`config.mk`:
```
export PLATFORM = sky130hd
export DESIGN_NAME = pcto_port
export DESIGN_NICKNAME = d
export VERILOG_FILES = /design/src/rtl/pcto_pkg.sv /design/src/rtl/pcto_fifo.sv /design/src/rtl/pcto_port.sv
export SDC_FILE = /design/constraint.sdc
export NUM_CORES = 1
export LEC_CHECK = 0
export ABC_AREA = 0
export BUFFER_PORTS_ARGS = -buffer_cell sky130_fd_sc_hd__buf_2
export CORE_MARGIN = 3
export CORE_UTILIZATION = 50
export DETAILED_ROUTE_END_ITERATION = 10
export PLACE_DENSITY = 0.69
export SLEW_MARGIN = 10
export SYNTH_ARGS = -nofsm -noshare
export SYNTH_HDL_FRONTEND = slang
export SYNTH_SLANG_ARGS = --single-unit
```
`constraint.sdc`:
```
create_clock -name clk -period 4.7 [get_ports clk]
set_input_delay 0.47 -clock clk [delete_from_list [all_inputs] [get_ports clk]]
set_output_delay 0.47 -clock clk [all_outputs]
set_load 0.005 [all_outputs]
```
`src/rtl/pcto_pkg.sv`:
```
// =====================================================================
// Shared constants for the trace output port
package pcto_pkg;

	// =================================================================
	// Widths
	localparam int unsigned PC_W     = 4;            // Trace PC bits, bit 0 shares the test-data-out pin
	localparam int unsigned STATUS_W = 9;            // Trace status bus width
	localparam int unsigned WORD_W   = PC_W + STATUS_W; // One trace word
	localparam int unsigned STATUS_LSB = 0;          // Status field position in a word
	localparam int unsigned PC_LSB     = STATUS_W;   // PC field position in a word

	// =================================================================
	// Buffering
	localparam int unsigned FIFO_DEPTH = 8;          // Trace words held ahead of the pins

	// =================================================================
	// Debug clock divider
	localparam int unsigned CORE_CLK_HZ = 40000000;  // Core clock rate
	localparam int unsigned DIV_RATIO   = 3;         // Core clock cycles per debug clock period
	localparam logic [1:0]  DIV_LAST    = 2'(DIV_RATIO - 1); // Terminal divider count
	localparam logic [1:0]  DIV_RESET   = 2'h0;      // Divider count after power-on reset

	// =================================================================
	// Reset values
	localparam logic        STRAP_RESET  = 1'b1;     // Pins default role until the strap is caught
	localparam logic [PC_W-1:0]     PC_IDLE     = 4'hF; // Debug role, not tracing: all high
	localparam logic [STATUS_W-1:0] STATUS_IDLE = 9'h000; // Debug role, not tracing: low

	// =================================================================
	// Pin role state, one-hot
	typedef enum logic [2:0] {
		PCTO_ROLE_RESET   = 3'h1,                  // Inside reset, strap being caught
		PCTO_ROLE_DEFAULT = 3'h2,                  // Strap high: general inputs and slow clock
		PCTO_ROLE_DEBUG   = 3'h4                   // Strap low: debug trace pins
	} pcto_role_t;

endpackage

```
`src/rtl/pcto_fifo.sv`:
```
`timescale 1ns/1ps
// =====================================================================
// Small synchronous FIFO, valid/ready on both sides
module pcto_fifo #(
	parameter int unsigned WIDTH = 13,             // Word width
	parameter int unsigned DEPTH = 8               // Number of words
) (
	input  wire logic             clk,             // Core clock
	input  wire logic             resetn,          // Asynchronous reset, active low
	input  wire logic             in_valid,        // Write side has a word
	output logic                  in_ready,        // FIFO has room
	input  wire logic [WIDTH-1:0] in_data,         // Word to store
	output logic                  out_valid,       // FIFO holds a word
	input  wire logic             out_ready,       // Drain side takes the word
	output logic      [WIDTH-1:0] out_data         // Oldest word
);

	localparam int unsigned AW = $clog2(DEPTH);   // Pointer width

	logic [WIDTH-1:0] mem_q [DEPTH];               // Storage
	logic [AW-1:0]    wr_q;                        // Write pointer
	logic [AW-1:0]    rd_q;                        // Read pointer
	logic [AW:0]      cnt_q;                       // Words held
	logic             push;                        // Word accepted
	logic             pop;                         // Word removed

	// =================================================================
	// Handshake
	assign in_ready  = (cnt_q != (AW+1)'(DEPTH));
	assign out_valid = (cnt_q != '0);
	assign push      = in_valid && in_ready;
	assign pop       = out_valid && out_ready;
	assign out_data  = mem_q[rd_q];

	// Storage needs no reset; count guards every read
	always_ff @(posedge clk) begin
		if (push) begin
			mem_q[wr_q] <= in_data;
		end
	end

	// Pointers and fill count
	always_ff @(posedge clk or negedge resetn) begin
		if (!resetn) begin
			wr_q  <= '0;
			rd_q  <= '0;
			cnt_q <= '0;
		end else begin
			if (push) begin
				wr_q <= (wr_q == AW'(DEPTH-1)) ? '0 : wr_q + 1'b1;
			end
			if (pop) begin
				rd_q <= (rd_q == AW'(DEPTH-1)) ? '0 : rd_q + 1'b1;
			end
			// Simultaneous push and pop leave the count unchanged
			if (push && !pop) begin
				cnt_q <= cnt_q + 1'b1;
			end else if (pop && !push) begin
				cnt_q <= cnt_q - 1'b1;
			end
		end
	end

endmodule // pcto_fifo

```
`src/rtl/pcto_port.sv`:
```
`timescale 1ns/1ps
module pcto_port (
	input  wire logic                          clk,                      // Core clock, 40 MHz
	input  wire logic                          resetn,                   // System reset, active low
	input  wire logic                          power_on_reset_n,         // Power-on reset pin, active low
	input  wire logic                          test_reset_n,             // JTAG test reset pin, active low
	input  wire logic                          tdo_pin_i,                // Level on test-data-out pin
	input  wire logic                          slow_clock_in,            // 32.768 kHz clock from oscillator
	input  wire logic                          trace_mode_sel,           // PC trace mode selected by debug unit
	input  wire logic                          trace_valid,              // Trace word offered
	output logic                               trace_ready,              // Trace word accepted
	input  wire logic [pcto_pkg::WORD_W-1:0]   trace_word,               // {pc bits, status bits}
	output logic                               debug_trace_clock,        // Debug trace clock pin
	output logic                               debug_trace_clock_oe,     // Drive enable of that pin
	output logic [pcto_pkg::PC_W-1:0]          trace_pc_bits,            // Trace PC pins
	output logic [pcto_pkg::PC_W-1:0]          trace_pc_bits_oe,         // Drive enables, per pin
	output logic [pcto_pkg::STATUS_W-1:0]      trace_status_bus,         // Trace status pins
	output logic [pcto_pkg::STATUS_W-1:0]      trace_status_bus_oe,      // Drive enables, per pin
	output logic                               slow_clock_buffer_out,    // Buffered slow clock pin
	output logic                               slow_clock_buffer_out_oe, // Drive enable of that pin
	output logic                               bus_timeout_detect_en,    // Internal bus timeout detection on
	output logic                               clock_generator_init      // Clock generator held in init
);

	// =================================================================
	// Declarations
	logic                            trst_s1_q, trst_s2_q;   // Test reset synchroniser
	logic                            tdo_s1_q, tdo_s2_q;     // Strap synchroniser
	logic                            slow_s1_q, slow_s2_q;   // Slow clock synchroniser
	logic                            in_reset_q;             // System reset seen, not yet released
	logic                            strap_q;                // Caught test-data-out level
	pcto_pkg::pcto_role_t            role_q;                 // Pin role
	logic [1:0]                      div_q;                  // Divider count
	logic                            cg_init_q;              // Clock generator init flag
	logic                            tick;                   // Start of a debug clock period
	logic                            debug_trace_clock_q;                 // Debug trace clock level
	logic                            tracing;                // Debug role and trace mode on
	logic                            fifo_valid;             // Word waiting for the pins
	logic [pcto_pkg::WORD_W-1:0]     fifo_word;              // Oldest buffered word
	logic                            pop;                    // Word moved to the pins
	logic [pcto_pkg::PC_W-1:0]       pc_q;                   // Registered PC pins
	logic [pcto_pkg::STATUS_W-1:0]   status_q;               // Registered status pins
	logic                            slow_out_q;             // Registered slow clock pin

	// =================================================================
	// Test reset and slow clock synchronisers, run from power-on so they work in system reset
	always_ff @(posedge clk or negedge power_on_reset_n) begin
		if (!power_on_reset_n) begin
			trst_s1_q <= 1'b0;
			trst_s2_q <= 1'b0;
			slow_s1_q <= 1'b0;
			slow_s2_q <= 1'b0;
		end else begin
			trst_s1_q <= test_reset_n;
			trst_s2_q <= trst_s1_q;
			slow_s1_q <= slow_clock_in;
			slow_s2_q <= slow_s1_q;
		end
	end

	// Strap synchroniser has no reset: with both resets held low together it must
	// still follow the pin, or the capture flop would only ever see the reset level
	always_ff @(posedge clk) begin
		tdo_s1_q <= tdo_pin_i;
		tdo_s2_q <= tdo_s1_q;
	end

	// =================================================================
	// Bus timeout detection off while the test reset is not asserted
	always_ff @(posedge clk or negedge resetn) begin
		if (!resetn) begin
			bus_timeout_detect_en <= 1'b1;
		end else begin
			bus_timeout_detect_en <= !trst_s2_q;
		end
	end

	// =================================================================
	// Clock generator: only the power-on reset initialises it
	always_ff @(posedge clk or negedge power_on_reset_n) begin
		if (!power_on_reset_n) begin
			cg_init_q <= 1'b1;
			div_q     <= pcto_pkg::DIV_RESET;
			debug_trace_clock_q    <= 1'b0;
		end else begin
			cg_init_q <= 1'b0;
			// Count 0..2; system reset does not disturb the divider
			div_q  <= (div_q == pcto_pkg::DIV_LAST) ? pcto_pkg::DIV_RESET : div_q + 2'h1;
			// High for one core cycle of three, rising at the period start;
			// gated here so a mode change never cuts a short first period
			debug_trace_clock_q <= (div_q == pcto_pkg::DIV_LAST) && tracing;
		end
	end
	assign clock_generator_init = cg_init_q;
	assign tick                 = (div_q == pcto_pkg::DIV_LAST);

	// =================================================================
	// Strap capture: follows the pin while in reset, frozen after
	always_ff @(posedge clk or negedge resetn) begin
		if (!resetn) begin
			in_reset_q <= 1'b1;
		end else begin
			in_reset_q <= 1'b0;
		end
	end

	// Held in power-on domain so it can track the pin during system reset
	always_ff @(posedge clk or negedge power_on_reset_n) begin
		if (!power_on_reset_n) begin
			strap_q <= pcto_pkg::STRAP_RESET;
		end else if (in_reset_q) begin
			strap_q <= tdo_s2_q;
		end
	end

	// Role follows the caught strap once reset has ended
	always_ff @(posedge clk or negedge resetn) begin
		if (!resetn) begin
			role_q <= pcto_pkg::PCTO_ROLE_RESET;
		end else begin
			case (role_q)
				pcto_pkg::PCTO_ROLE_RESET: begin
					// Last capture happened on the edge that cleared in_reset_q; strap_q is already final
					if (!in_reset_q) begin
						role_q <= strap_q ? pcto_pkg::PCTO_ROLE_DEFAULT : pcto_pkg::PCTO_ROLE_DEBUG;
					end
				end
				pcto_pkg::PCTO_ROLE_DEFAULT: role_q <= pcto_pkg::PCTO_ROLE_DEFAULT; // Held until reset
				pcto_pkg::PCTO_ROLE_DEBUG:   role_q <= pcto_pkg::PCTO_ROLE_DEBUG;   // Held until reset
				default:                     role_q <= pcto_pkg::PCTO_ROLE_RESET;
			endcase
		end
	end

	// =================================================================
	// Trace buffering: the source stalls when the pins fall behind
	assign tracing = (role_q == pcto_pkg::PCTO_ROLE_DEBUG) && trace_mode_sel;
	assign pop     = tracing && tick && fifo_valid;

	pcto_fifo #(
		.WIDTH (pcto_pkg::WORD_W),
		.DEPTH (pcto_pkg::FIFO_DEPTH)
	) u_fifo (
		.clk       (clk),
		.resetn    (resetn),
		.in_valid  (trace_valid),
		.in_ready  (trace_ready),
		.in_data   (trace_word),
		.out_valid (fifo_valid),
		.out_ready (pop),
		.out_data  (fifo_word)
	);

	// =================================================================
	// While tracing, trace pins change only with the rising debug clock edge
	always_ff @(posedge clk or negedge resetn) begin
		if (!resetn) begin
			pc_q     <= pcto_pkg::PC_IDLE;
			status_q <= pcto_pkg::STATUS_IDLE;
		end else if (!tracing) begin
			// Debug role idle level: PC all high, status low
			pc_q     <= pcto_pkg::PC_IDLE;
			status_q <= pcto_pkg::STATUS_IDLE;
		end else if (pop) begin
			pc_q     <= fifo_word[pcto_pkg::PC_LSB +: pcto_pkg::PC_W];
			status_q <= fifo_word[pcto_pkg::STATUS_LSB +: pcto_pkg::STATUS_W];
		end
		// An empty buffer repeats the last word; the probe sees no gap marker
	end

	// =================================================================
	// Slow clock buffer: passes the clock only in the default role
	always_ff @(posedge clk or negedge resetn) begin
		if (!resetn) begin
			slow_out_q <= 1'b0;
		end else begin
			slow_out_q <= (role_q == pcto_pkg::PCTO_ROLE_DEFAULT) && slow_s2_q;
		end
	end

	// =================================================================
	// Pin drive by role
	always_comb begin
		debug_trace_clock        = 1'b0;
		debug_trace_clock_oe     = 1'b0;
		trace_pc_bits            = pc_q;
		trace_pc_bits_oe         = '0;
		trace_status_bus         = status_q;
		trace_status_bus_oe      = '0;
		slow_clock_buffer_out    = slow_out_q;
		slow_clock_buffer_out_oe = 1'b0;
		case (role_q)
			pcto_pkg::PCTO_ROLE_DEFAULT: begin
				// Status bits 8..1 released as inputs, bit 0 carries slow clock
				trace_status_bus[0]      = slow_out_q;
				trace_status_bus_oe[0]   = 1'b1;
				slow_clock_buffer_out_oe = 1'b1;
			end
			pcto_pkg::PCTO_ROLE_DEBUG: begin
				debug_trace_clock        = debug_trace_clock_q;
				debug_trace_clock_oe     = 1'b1;
				// Bit 0 belongs to the JTAG port unless tracing
				trace_pc_bits_oe         = {{(pcto_pkg::PC_W-1){1'b1}}, tracing};
				trace_status_bus_oe      = '1;
				slow_clock_buffer_out    = 1'b0;
				slow_clock_buffer_out_oe = 1'b1;
			end
			default: begin
				// In reset: everything released
			end
		endcase
	end

endmodule // pcto_port

```
==> flow_metrics.env <==
export IMPL_io_pins=54
export IMPL_vias=2877
export IMPL_outcome="finished, final reports clean"
export IMPL_coreArea_sq_mm=0.0110
export IMPL_synth_area_leaders="edfxtp_1, dfrtp_1, mux4_2"
export IMPL_cp_cell_sequence="nor3b_1 > buf_4 > and2_1 > and2_4 > inv_1 > ha_1 > inv_1 > ha_1 > a21o_1 > a2111oi_0 > o31ai_1"
export IMPL_grt_ovfl_total=0
export IMPL_hp_class="primary input to async pin"
export IMPL_post_synth_num_cell_types=41
export IMPL_r2r_cells=11
export IMPL_cts_tree="done"
export IMPL_required_ns=4.98
export IMPL_drt_iter0_drc=173
export IMPL_ys_seq_elements=144
export IMPL_root_buffer="clkbuf_16"
export IMPL_nNetsFinal=400
export IMPL_start_util_pct=52.0
export IMPL_ant_nets=0
export IMPL_cp_slowest_cell="dfrtp_1"
export IMPL_yosysMostFrequentCell="edfxtp_1"
export IMPL_hold_slack_ns=0.0746
export IMPL_async_reset_ff_share_pct=26.4
export IMPL_clock_sinks=144
export IMPL_clock_latency_ns=0.42
export IMPL_placed_cells=491
export IMPL_wl_per_cell_microns=19.8
export IMPL_clk_pin_slew_ns=0.06
export IMPL_drive_gt1_share_pct=38.5
export IMPL_synth_main_ff_cell="edfxtp_1"
export IMPL_grt_pass1_vias=2982
export IMPL_routed_wirelength_mm=10.4
export IMPL_worstPathArrival_ns=3.44
export IMPL_synth_top_cell_area_share_pct=54.7
export IMPL_crit_path_start_kind="flip-flop"
export IMPL_avgViaCountPerCell=5.49
export IMPL_crit_buf_inv=3
export IMPL_cts_repair_resized=0
export IMPL_power_density_mw_per_mm2=548
export IMPL_fin_crit_ns=3.15
export IMPL_drv_cap=0
export IMPL_antenna_found_initial=0
export IMPL_dpl_hpwl_mm=6.41
export IMPL_grt_pass1_wl_mm=16.6
export IMPL_die_y_microns=113
export IMPL_syn_area_sq_mm=0.00571
export IMPL_p_leak_nw=2.46
export IMPL_grt_max_degree=30
export IMPL_worst_path_stages=11
export IMPL_seq_area_frac_synth_pct=72.2
export IMPL_synth_cells=321
export IMPL_synth_area_per_cell_sq_um=17.8
export IMPL_syn_to_final_growth_pct=15.8
export IMPL_die_x_microns=113
export IMPL_grt_usage_pct=17.8
export IMPL_yosys_area_top_type="edfxtp_1"
export IMPL_critPathTopFamily="simple AND/OR/NAND/NOR gates"
export IMPL_yosys_top_cells_count="edfxtp_1, dfrtp_1, mux4_2"
export IMPL_critPathMaxFanout=16
export IMPL_final_cells=524
export IMPL_cts_buffers=17
export IMPL_tightest_slew_ns=0.900
export IMPL_finalHoldViolations=0
export IMPL_diodes=0
export IMPL_post_cts_setup_buffer_count=0
export IMPL_fin_area_sq_mm=0.00662
export IMPL_crit_path_end_kind="flip-flop"
export IMPL_fmax_ghz=0.317
export IMPL_path_class="flip-flop to flip-flop"
export IMPL_grt_setup_unrepaired="no"
export IMPL_cts_htree_levels=4
export IMPL_fp_dieArea_sq_mm=0.0127
export IMPL_yosys_warnings=0
export IMPL_drc=0
export IMPL_clockBufferDepth=2
export IMPL_place_congestion=0.775
export IMPL_post_route_period_util_pct=67.1
export IMPL_synth_edf_count=104
export IMPL_io_buffers=53
export IMPL_finalSetupViolations=0
export IMPL_critPathMaxStageDelay_ns=0.45
export IMPL_fin_setup_tns_ns=0
export IMPL_first_pass_iters=4
export IMPL_peakVddDrop_mv=0.426
export IMPL_maxSlewViolCount=0
export IMPL_relSlewSlack_pct=39.9
export IMPL_std_cell_rows=38
export IMPL_clock_skew_ns=0.00689
export IMPL_placed_area_sq_mm=0.00605
-- placed cells by master (no fill, tap or decap), types with 5 or more instances in the layout --
master,synthesis,routed
nor2_1,19,16
edfxtp_1,104,104
nor3_1,10,6
mux2i_1,5,5
buf_4,20,7
nand2b_1,5,5
mux4_2,26,26
buf_2,4,53
clkbuf_16,0,17
dfrtp_1,29,29
dfstp_2,9,9
o22ai_1,9,9
o21ai_0,12,12
nand2_1,8,8
ha_1,7,7
-- layout make-up --
type                       count  area, sq um
timing repair buffer          61          328
clock inverter                15          136
inverter                       5         18.8
fill                         816         4370
tap                          140          175
multi-input combinational    142         1410
clock buffer                  17          425
sequential                   144         4130
-- logic make-up after synthesis --
group / share of synthesized area [%]
multiplexers: 12.7
AND/OR/NAND/NOR: 5.32
buffers and inverters: 3.92
flip-flops: 72.2
AO/OA/AOI/OAI: 3.46
XOR/XNOR: 0.460
other: 0.0656
adder cells (fa/ha/maj): 1.88
-- per-stage QoR --
stage	power (mW)	setup slack (ns)	utilization [%]
after floorplan	2.20	1.31	-
after global placement	2.39	1.72	55.0
after detailed placement	2.42	1.53	55.0
after CTS	3.67	1.52	60.3
after global routing	3.81	1.20	60.3
final	3.63	1.55	60.3
-- layer usage --
layer	share of wire [%]	GRT usage [%]	wire length [microns]	vias up
met5	0	0	0	-
met3	7.0	6.47	726	7
met1	43	23.7	4490	1470
li1	-	-	-	1313
met2	49	27.5	5100	87
met4	0.71	6.01	74	0
-- flip-flops by register name, summed over array words and instances (netlist names), 2 cells and up --
signal and cells:
u_fifo.wr_q 3, u_fifo.mem_q 104, u_fifo.cnt_q 4, div_q 2, trace_pc_bits 4, status_q 9
role_q 3, u_fifo.rd_q 3
-- power breakdown --
part / internal (mW) / leakage (nW) / switching, mW
clock: 0.732 / 0.266 / 0.523
sequential: 1.56 / 1.43 / 0.0976
combinational: 0.344 / 0.765 / 0.369
-- final timing paths --
| check | start | end | slack [ns] |
|---|---|---|---|
| worst max-delay path | role_q[2] | u_fifo.cnt_q[3] | 1.55 |
| min in group clk | tdo_pin_i | tdo_s1_q | 0.16 |
| worst max register to register | role_q[2] | u_fifo.cnt_q[3] | 1.55 |
| worst min-delay path | resetn | u_fifo.cnt_q[0] | 0.07 |
| max in group asynchronous | power_on_reset_n | strap_q | 4.02 |
| worst min register to register | tdo_s1_q | tdo_s2_q | 0.33 |
-- what timing repair did --
action                                  4_1_cts  5_1_grt
endpoints found under the setup margin        0        0
hold buffers                                  1        0
hold endpoints to repair                      7        0
Note: power is estimated with default switching activity, not from simulation.
